$ cat config.mk
export PLATFORM = sky130hd
export DESIGN_NAME = tcsw_timer
export DESIGN_NICKNAME = d
export VERILOG_FILES = /design/src/tcsw_pkg.sv /design/src/tcsw_timer.sv
export VERILOG_INCLUDE_DIRS = /design/src
export SDC_FILE = /design/constraint.sdc
export NUM_CORES = 1
export LEC_CHECK = 0
export BUFFER_PORTS_ARGS = -buffer_cell sky130_fd_sc_hd__buf_2
export CORE_UTILIZATION = 63
export CTS_BUF_LIST = sky130_fd_sc_hd__clkbuf_16
export CTS_CLUSTER_DIAMETER = 120
export DETAILED_ROUTE_END_ITERATION = 6
export PLACE_DENSITY = 0.89
export SYNTH_ARGS = -nofsm -noshare
export SYNTH_HDL_FRONTEND = slang
export SYNTH_SLANG_ARGS = --single-unit
$ cat constraint.sdc
create_clock -name pclk -period 4.1 [get_ports pclk]
set_input_delay 0.615 -clock pclk [delete_from_list [all_inputs] [get_ports pclk]]
set_output_delay 0.615 -clock pclk [all_outputs]
set_load 0.1 [all_outputs]
$ cat src/tcsw_consts.svh
// constants for the capture/compare and square-wave timer block
// assumes an apb master on pclk; registers are one aligned word each
// Summary of operation
// - free-running, input a valid edge copies counter into b, raises b irq.
// - inputs sampled on count clock; new level must be seen twice.
// - counter wrap past maximum sets the overflow flag.
// - input b valid edge copies counter into a, raises a irq.
// - two-register mode: selected edge loads b, opposite edge loads a.
// - input a set to both edges never loads register a.
// - source select set: input b edge raises a irq without loading a.
// - restart mode: input a edge captures into b then clears counter.
// - restart mode edge is rising or falling via edge select bits.
// - clear-and-start with output enable and toggle set: pin inverts every compare+1 clocks.
// - clear-and-start: counter equal to a clears it and raises a irq.
`ifndef TCSW_CONSTS_SVH
`define TCSW_CONSTS_SVH
`define TCSW_A_TMC      12'h000
`define TCSW_A_CRC      12'h004
`define TCSW_A_TOC      12'h008
`define TCSW_A_PRM      12'h00c
`define TCSW_A_CNT      12'h010
`define TCSW_A_CCA      12'h014
`define TCSW_A_CCB      12'h018
`define TCSW_A_STAT     12'h01c
`define TCSW_A_MASK     12'h020
// mode control bits 3:2
`define TCSW_TMC_LO     2
`define TCSW_TMC_FREE   2'h1
`define TCSW_TMC_RSTRT  2'h2
`define TCSW_TMC_CLR    2'h3
// capture control bits
`define TCSW_CRC_A_CAP  0
`define TCSW_CRC_SRC    1
`define TCSW_CRC_B_CAP  2
// output control bits
`define TCSW_TOC_OE     0
`define TCSW_TOC_TGL    1
// prescaler bits
`define TCSW_PRM_CK     0
`define TCSW_PRM_ESA    4
`define TCSW_PRM_ESB    6
`define TCSW_ES_FALL    2'h0
`define TCSW_ES_RISE    2'h1
`define TCSW_ES_BOTH    2'h3
// status bits
`define TCSW_ST_A       0
`define TCSW_ST_B       1
`define TCSW_ST_OVF     2
`define TCSW_ST_W       3
`endif

$ cat src/tcsw_pkg.sv
// types for the capture/compare and square-wave timer block
// assumes tcsw_consts.svh for all numeric values
package tcsw_pkg;
   typedef enum logic [1:0] {
      TCSW_STOP  = 2'b00,
      TCSW_FREE  = 2'b01,
      TCSW_RSTRT = 2'b10,
      TCSW_CLR   = 2'b11
   } tcsw_mode_t;

   typedef struct packed {
      logic [7:0]  tmc_q;
      logic [7:0]  crc_q;
      logic [7:0]  toc_q;
      logic [7:0]  prm_q;
      logic [15:0] cnt_q;
      logic [15:0] cca_q;
      logic [15:0] ccb_q;
      logic [2:0]  stat_q;
      logic [2:0]  mask_q;
      logic [7:0]  div_q;
      logic [1:0]  sa_q;
      logic [1:0]  sb_q;
      logic        lva_q;
      logic        lvb_q;
      logic        out_q;
      logic [31:0] rdata_q;
   } tcsw_state_t;
endpackage

$ cat src/tcsw_timer.sv
// capture/compare timer with square-wave output, apb register slave
// assumes inputs synchronous to pclk; count clock from a pclk prescaler
`timescale 1ns/1ns
`include "tcsw_consts.svh"

module tcsw_timer (
   input  wire logic        pclk,
   input  wire logic        presetn,
   input  wire logic        clk_en,
   input  wire logic        psel,
   input  wire logic        penable,
   input  wire logic        pwrite,
   input  wire logic [11:0] paddr,
   input  wire logic [31:0] pwdata,
   output logic      [31:0] prdata,
   output logic             pready,
   output logic             pslverr,
   input  wire logic        timer_input_a,
   input  wire logic        timer_input_b,
   output logic             timer_output_pin,
   output logic             timer_output_oe,
   output logic             irq
);
   tcsw_pkg::tcsw_state_t s_q;
   tcsw_pkg::tcsw_state_t s_d;

   // edge match for a two-bit edge select
   function automatic logic edge_hit(input logic [1:0] es,
                                     input logic rose, input logic fell);
      case (es)
         `TCSW_ES_FALL: edge_hit = fell;
         `TCSW_ES_RISE: edge_hit = rose;
         `TCSW_ES_BOTH: edge_hit = rose | fell;
         default:       edge_hit = 1'b0;
      endcase
   endfunction

   function automatic logic hit(input logic [11:0] a, input logic [11:0] b);
      hit = (a == b);
   endfunction

   logic                 wr;
   logic                 mapped;
   logic                 tick;
   logic                 a_rose;
   logic                 a_fell;
   logic                 b_rose;
   logic                 b_fell;
   logic                 a_edge;
   logic                 a_opp;
   logic                 b_edge;
   logic                 match_a;
   logic [1:0]           esa;
   tcsw_pkg::tcsw_mode_t mode;

   always_comb begin
      mode   = tcsw_pkg::tcsw_mode_t'(s_q.tmc_q[`TCSW_TMC_LO +: 2]);
      esa    = s_q.prm_q[`TCSW_PRM_ESA +: 2];
      wr     = psel & penable & pwrite & clk_en;
      mapped = hit(paddr, `TCSW_A_TMC) | hit(paddr, `TCSW_A_CRC)
             | hit(paddr, `TCSW_A_TOC) | hit(paddr, `TCSW_A_PRM)
             | hit(paddr, `TCSW_A_CNT) | hit(paddr, `TCSW_A_CCA)
             | hit(paddr, `TCSW_A_CCB) | hit(paddr, `TCSW_A_STAT)
             | hit(paddr, `TCSW_A_MASK);
      // count clock: pclk divided by 1, 4, 16 or 256 for sel 0 to 3
      case (s_q.prm_q[`TCSW_PRM_CK +: 2])
         2'h0:    tick = 1'b1;
         2'h1:    tick = s_q.div_q[1:0] == 2'h3;
         2'h2:    tick = s_q.div_q[3:0] == 4'hf;
         default: tick = s_q.div_q == 8'hff;
      endcase
      tick = tick & clk_en;
      // level taken only when two samples agree
      a_rose = tick & s_q.sa_q[0] & s_q.sa_q[1] & ~s_q.lva_q;
      a_fell = tick & ~s_q.sa_q[0] & ~s_q.sa_q[1] & s_q.lva_q;
      b_rose = tick & s_q.sb_q[0] & s_q.sb_q[1] & ~s_q.lvb_q;
      b_fell = tick & ~s_q.sb_q[0] & ~s_q.sb_q[1] & s_q.lvb_q;
      a_edge = (mode != tcsw_pkg::TCSW_STOP) & edge_hit(esa, a_rose, a_fell);
      // opposite edge exists only for single-edge selections
      a_opp  = (mode != tcsw_pkg::TCSW_STOP) & (esa != `TCSW_ES_BOTH)
             & edge_hit(esa, a_fell, a_rose);
      b_edge = (mode != tcsw_pkg::TCSW_STOP)
             & edge_hit(s_q.prm_q[`TCSW_PRM_ESB +: 2], b_rose, b_fell);
      match_a = tick & (s_q.cnt_q == s_q.cca_q);

      s_d = s_q;
      if (tick) begin
         s_d.sa_q = {s_q.sa_q[0], timer_input_a};
         s_d.sb_q = {s_q.sb_q[0], timer_input_b};
         if (a_rose | a_fell)
            s_d.lva_q = s_q.sa_q[1];
         if (b_rose | b_fell)
            s_d.lvb_q = s_q.sb_q[1];
      end
      if (clk_en)
         s_d.div_q = s_q.div_q + 8'h01;

      // counter
      if (tick & (mode != tcsw_pkg::TCSW_STOP)) begin
         s_d.cnt_q = s_q.cnt_q + 16'h0001;
         if (s_q.cnt_q == 16'hffff)
            s_d.stat_q[`TCSW_ST_OVF] = 1'b1;
      end
      if ((mode == tcsw_pkg::TCSW_CLR) & match_a) begin
         s_d.cnt_q = 16'h0000;
         s_d.stat_q[`TCSW_ST_A] = 1'b1;
         if (s_q.toc_q[`TCSW_TOC_OE] & s_q.toc_q[`TCSW_TOC_TGL])
            s_d.out_q = ~s_q.out_q;
      end

      // captures on input a
      if (a_edge) begin
         s_d.ccb_q = s_q.cnt_q;
         s_d.stat_q[`TCSW_ST_B] = 1'b1;
         if (mode == tcsw_pkg::TCSW_RSTRT)
            s_d.cnt_q = 16'h0000;
      end
      if (a_opp & s_q.crc_q[`TCSW_CRC_A_CAP] & s_q.crc_q[`TCSW_CRC_SRC])
         s_d.cca_q = s_q.cnt_q;
      // input b into register a unless source select redirects
      if (b_edge & s_q.crc_q[`TCSW_CRC_A_CAP]) begin
         if (!s_q.crc_q[`TCSW_CRC_SRC])
            s_d.cca_q = s_q.cnt_q;
         s_d.stat_q[`TCSW_ST_A] = 1'b1;
      end

      // apb writes; hardware set of a clear flag wins over write-one clear
      if (wr) begin
         if (hit(paddr, `TCSW_A_TMC))  s_d.tmc_q = pwdata[7:0];
         if (hit(paddr, `TCSW_A_CRC))  s_d.crc_q = pwdata[7:0];
         if (hit(paddr, `TCSW_A_TOC))  s_d.toc_q = pwdata[7:0];
         if (hit(paddr, `TCSW_A_PRM))  s_d.prm_q = pwdata[7:0];
         if (hit(paddr, `TCSW_A_CCA))  s_d.cca_q = pwdata[15:0];
         if (hit(paddr, `TCSW_A_CCB))  s_d.ccb_q = pwdata[15:0];
         if (hit(paddr, `TCSW_A_MASK)) s_d.mask_q = pwdata[2:0];
         if (hit(paddr, `TCSW_A_STAT))
            s_d.stat_q = s_d.stat_q & ~(pwdata[2:0] & ~(s_d.stat_q
                       & ~s_q.stat_q));
         if (hit(paddr, `TCSW_A_TMC) &&
             pwdata[`TCSW_TMC_LO +: 2] == 2'h0)
            s_d.cnt_q = 16'h0000;
      end
      if (psel & ~penable & ~pwrite & clk_en) begin
         s_d.rdata_q = 32'h0000_0000;
         if (hit(paddr, `TCSW_A_TMC))  s_d.rdata_q[7:0]  = s_q.tmc_q;
         if (hit(paddr, `TCSW_A_CRC))  s_d.rdata_q[7:0]  = s_q.crc_q;
         if (hit(paddr, `TCSW_A_TOC))  s_d.rdata_q[7:0]  = s_q.toc_q;
         if (hit(paddr, `TCSW_A_PRM))  s_d.rdata_q[7:0]  = s_q.prm_q;
         if (hit(paddr, `TCSW_A_CNT))  s_d.rdata_q[15:0] = s_q.cnt_q;
         if (hit(paddr, `TCSW_A_CCA))  s_d.rdata_q[15:0] = s_q.cca_q;
         if (hit(paddr, `TCSW_A_CCB))  s_d.rdata_q[15:0] = s_q.ccb_q;
         if (hit(paddr, `TCSW_A_STAT)) s_d.rdata_q[2:0]  = s_q.stat_q;
         if (hit(paddr, `TCSW_A_MASK)) s_d.rdata_q[2:0]  = s_q.mask_q;
      end
   end

   always_ff @(posedge pclk or negedge presetn) begin
      if (!presetn) begin
         s_q <= '0;
      end else begin
         s_q <= s_d;
      end
   end

   assign prdata           = s_q.rdata_q;
   assign pready           = clk_en;
   assign pslverr          = psel & penable & ~mapped;
   assign timer_output_pin = s_q.out_q;
   assign timer_output_oe  = s_q.toc_q[`TCSW_TOC_OE];
   assign irq              = |(s_q.stat_q & s_q.mask_q);

   // assertions
   property p_cap_b;
      @(posedge pclk) disable iff (!presetn)
      (a_edge && !wr) |=> (s_q.ccb_q == $past(s_q.cnt_q)) && s_q.stat_q[1];
   endproperty
   a_cap_b: assert property (p_cap_b) else $error("b capture missed");

   property p_filter;
      @(posedge pclk) disable iff (!presetn)
      (a_rose && s_q.prm_q[1:0] == 2'h0)
      |-> $past(timer_input_a, 1) && $past(timer_input_a, 2);
   endproperty
   a_filter: assert property (p_filter) else $error("unfiltered edge");

   property p_ovf;
      @(posedge pclk) disable iff (!presetn)
      (tick && mode == tcsw_pkg::TCSW_FREE && s_q.cnt_q == 16'hffff && !a_edge)
      |=> s_q.stat_q[2] && s_q.cnt_q == 16'h0000;
   endproperty
   a_ovf: assert property (p_ovf) else $error("overflow not flagged");

   property p_cap_a;
      @(posedge pclk) disable iff (!presetn)
      (b_edge && s_q.crc_q[0] && !s_q.crc_q[1] && !wr)
      |=> s_q.cca_q == $past(s_q.cnt_q) && s_q.stat_q[0];
   endproperty
   a_cap_a: assert property (p_cap_a) else $error("a capture missed");

   property p_src;
      @(posedge pclk) disable iff (!presetn)
      (b_edge && s_q.crc_q[0] && s_q.crc_q[1] && !a_opp && !wr)
      |=> $stable(s_q.cca_q) && s_q.stat_q[0];
   endproperty
   a_src: assert property (p_src) else $error("source select broken");

   property p_both;
      @(posedge pclk) disable iff (!presetn)
      (esa == 2'h3 && !b_edge && !wr) |=> $stable(s_q.cca_q);
   endproperty
   a_both: assert property (p_both) else $error("both-edge load a");

   property p_rst;
      @(posedge pclk) disable iff (!presetn)
      (a_edge && mode == tcsw_pkg::TCSW_RSTRT && !wr) |=> s_q.cnt_q == 16'h0;
   endproperty
   a_rst: assert property (p_rst) else $error("restart not cleared");

   property p_tgl;
      @(posedge pclk) disable iff (!presetn)
      (match_a && mode == tcsw_pkg::TCSW_CLR && s_q.toc_q[1:0] == 2'h3)
      |=> timer_output_pin != $past(timer_output_pin) && s_q.stat_q[0];
   endproperty
   a_tgl: assert property (p_tgl) else $error("no toggle on match");

   property p_hold;
      @(posedge pclk) disable iff (!presetn)
      (mode == tcsw_pkg::TCSW_STOP && !wr) |=> $stable(s_q.cnt_q);
   endproperty
   a_hold: assert property (p_hold) else $error("counter moved");

   property p_inc;
      @(posedge pclk) disable iff (!presetn)
      (tick && mode == tcsw_pkg::TCSW_FREE && !a_edge && !wr)
      |=> s_q.cnt_q == $past(s_q.cnt_q) + 16'h0001;
   endproperty
   a_inc: assert property (p_inc) else $error("counter not stepped");

   property p_freeze;
      @(posedge pclk) disable iff (!presetn)
      !clk_en |=> $stable(s_q);
   endproperty
   a_freeze: assert property (p_freeze) else $error("state moved");

   property p_rst_irq;
      @(posedge pclk) disable iff (!presetn)
      (a_edge && mode == tcsw_pkg::TCSW_RSTRT) |=> s_q.stat_q[1];
   endproperty
   a_rst_irq: assert property (p_rst_irq) else $error("no b irq");

   property p_opp;
      @(posedge pclk) disable iff (!presetn)
      (a_opp && s_q.crc_q[1:0] == 2'h3 && !wr)
      |=> s_q.cca_q == $past(s_q.cnt_q);
   endproperty
   a_opp_cap: assert property (p_opp) else $error("opposite edge lost");
endmodule // tcsw_timer

==> impl_metrics.py <==
metrics = {
    "outcome": {
        "status": "complete, but fails checks",
        "violations": "design-rule violations",
    },
    "synth": {
        "synth_top_area_share": 0.440,
        "synth.most_common_cell": "dfrtp_1",
        "avgSynthCellArea_sq_um": 9.56,
        "synth.area.top_cells": "dfrtp_1 (44%), mux2_2 (6.6%), buf_4 (3.8%)",
        "synthArstFlopShare": 1.00,
        "ys_top_cells_by_count": "dfrtp_1 (117), nand2_1 (62), nor2_1 (53)",
        "netlist_area_sq_mm": 0.00665,
        "yosysWarningCount": 0,
        "synth_area_leader_cell": "dfrtp_1",
        "postSynthCellCount": 696,
        "ys.flop_type": "dfrtp_1",
        "synth.distinct_cells": 71,
        "synth-edff-count": 0,
        "ys_ff_latch": 117,
        "ys_seq_area_frac": 0.440,
    },
    "cells_and_area": {
        "diodes": 0,
        "area_delta_synth_final_pct": 11.0,
        "post-route-util": 0.719,
        "nNetsFinal": 763,
        "drive_gt1_frac": 0.202,
    },
    "global_route": {
        "grt_use_total": 0.354,
        "grt_antenna_before_repair": 0,
        "grt.overflow.total": 0,
        "grt_max_degree": 57,
        "grt_pass1_wl_um": 29900,
        "grt_pass1_vias": 5905,
    },
    "floorplanning": {
        "coreArea_sq_mm": 0.0103,
        "ios": 89,
        "rows": 37,
        "die_height_um": 105,
        "fp.dieArea_sq_mm": 0.0110,
        "die_w_um": 105,
        "initial_utilization": 0.647,
    },
    "timing": {
        "fin_crit_sh": 0.858,
        "tns_ns": 0,
        "worst-slew-pin-transition_ns": 1.29,
        "layout_min_cycle_time_ns": 3.52,
        "rsz0062_at_grt": "false",
        "max_freq_mhz": 284,
        "skew_ns": 0.0153,
        "slew_headroom": 0.137,
        "drv_slew": 0,
        "setup_violations": 0,
        "hold_viol_final": 0,
    },
    "cts": {
        "cts_tree": "done",
        "clock_path_buffers": 2,
        "insertion_delay_ns": 0.43,
        "htreeDepth": 4,
        "holdBufCountCts": 0,
        "numCtsBuffers": 17,
        "cts_resized": 0,
        "cts_setup_buffers": 0,
        "path_clk_slew_ns": 0.05,
        "root_buffer": "clkbuf_16",
        "clock_sink_count": 117,
    },
    "setup_path": {
        "critPathMostFrequentCell": "buf_2",
        "crit_arrival_ns": 2.90,
        "crit_type": "in -> out",
        "slowest_delay_ns": 0.88,
        "cpMaxStageDelayCell": "or4_1",
        "crit_chain": "buf_2 -> or4_1 -> a2111oi_0 -> nor4_2 -> buf_2",
        "crit_required_ns": 3.48,
        "critPathBufInv": 2,
        "setup.worst_path.end_class": "primary output",
        "crit_family": "simple AND/OR/NAND/NOR gates",
        "cp_max_fo": 15,
        "cp-start-kind": "input pin",
    },
    "pwr": {
        "p_leak_nw": 3.32,
        "pwr-share-clk": 0.448,
        "power_density_mw_per_mm2": 495,
        "finalPower_mw": 3.66,
        "seq_power_share": 0.383,
        "p_sw_mw": 1.10,
        "swShare": 0.301,
        "p_comb_frac": 0.169,
        "p_int_mw": 2.55,
        "vdd_drop_max_mv": 0.332,
    },
    "run": {
        "drv_cap": 0,
    },
    "placement": {
        "place_hpwl_um": 11900,
        "numPortBuffers": 56,
        "gp_congestion": 0.924,
    },
    "detailed_routing": {
        "drt_iter0_drc": 829,
        "drc": 19,
        "ant_nets": 0,
        "viasPerCell": 6.97,
        "drt_wl_total_um": 18500,
        "wl_per_cell_um": 21.6,
        "first_pass_iters": 7,
        "vias": 5970,
    },
    "hold_path": {
        "hp-class": "in -> async",
    },
}
==> worst paths after layout <==
path	start	end	slack, ns	cells past startpoint
hold reg to reg	s_q[46]$_DFFE_PN0P_	s_q[46]$_DFFE_PN0P_	0.46	1
setup reg to reg	s_q[39]$_DFFE_PN0P_	s_q[68]$_DFF_PN0_	1.19	6
max in group asynchronous	presetn	prdata[7]$_DFFE_PN0P_	2.94	2
min in group pclk	timer_input_b	s_q[35]$_DFFE_PN0N_	0.41	3
hold / removal	presetn	s_q[108]$_DFFE_PN0P_	0.24	1
setup / recovery	paddr[5]	pslverr	0.58	5
==> logic make-up after synthesis <==
group / share of synthesized area
flip-flops: 0.440
buffers and inverters: 0.0718
XOR/XNOR: 0.0513
adder cells (fa/ha/maj): 0.00376
AO/OA/AOI/OAI: 0.131
AND/OR/NAND/NOR: 0.220
multiplexers: 0.0814
other: 0.000564
==> sequential cells by signal, summed over array words and instances, names as in the netlist <==
register and flops:
mode 2, timer_output_pin 1, s_q 95, prdata 16, esa 2, timer_output_oe 1
==> cell type report <==
| type | count | area, sq um |
|---|---|---|
| sequential | 117 | 2930 |
| inverter | 6 | 22.5 |
| clock inverter | 14 | 215 |
| clock buffer | 17 | 425 |
| fill | 680 | 2890 |
| multi-input combinational | 507 | 3310 |
| tap | 136 | 170 |
| timing repair buffer | 60 | 313 |
==> per-stage QoR <==
step                instances  area [sq um]  hold slack [ns]  setup slack [ns]
finish                    857          7380            0.239             0.581
global route              857          7380            0.295             0.518
CTS                       857          7380            0.271             0.618
detailed placement        826          6740            0.457             0.629
global placement          826          6740            0.456             0.678
floorplan                 711          6720            0.319            0.0409
==> power by group through the flow <==
stage          sequential, mW  combinational, mW  clock (mW)
2_1_floorplan            1.35              0.534           0
6_report                 1.40              0.618        1.64
3_5_place_dp             1.41              0.602           0
4_1_cts                  1.39              0.612        1.64
3_3_place_gp             1.40              0.584           0
5_1_grt                  1.41              0.660        1.70
==> layout by cell type (no fill, tap or decap), types with 3 or more instances in the layout <==
cell / count
mux2i_1: 8
xor2_1: 19
nor3b_1: 4
and3_1: 6
nor3_1: 32
or4_1: 4
nor2b_1: 4
inv_1: 7
nor4_4: 3
nor4_2: 5
clkinv_1: 3
nand4_1: 12
conb_1: 16
nand2_1: 62
nand3_1: 33
a222oi_1: 8
a221oi_1: 5
nor4_1: 19
or3_1: 6
o21ai_0: 36
a211oi_1: 3
clkinv_2: 4
and2_1: 6
buf_4: 5
clkbuf_16: 17
buf_2: 55
a21oi_1: 8
nand2b_1: 5
nor2_1: 53
a31oi_1: 37
a22oi_1: 6
o22ai_1: 3
mux2_2: 39
xnor2_1: 20
dfrtp_1: 117
bufinv_16: 6
==> routing by layer <==
| layer | vias up | global-route usage | share of wire |
|---|---|---|---|
| met5 | - | 0 | 0 |
| met4 | 0 | 0.215 | 0.050 |
| met3 | 97 | 0.110 | 0.12 |
| met2 | 475 | 0.551 | 0.46 |
| met1 | 2864 | 0.432 | 0.37 |
| li1 | 2534 | - | - |
(Power assumes the default switching activity.)
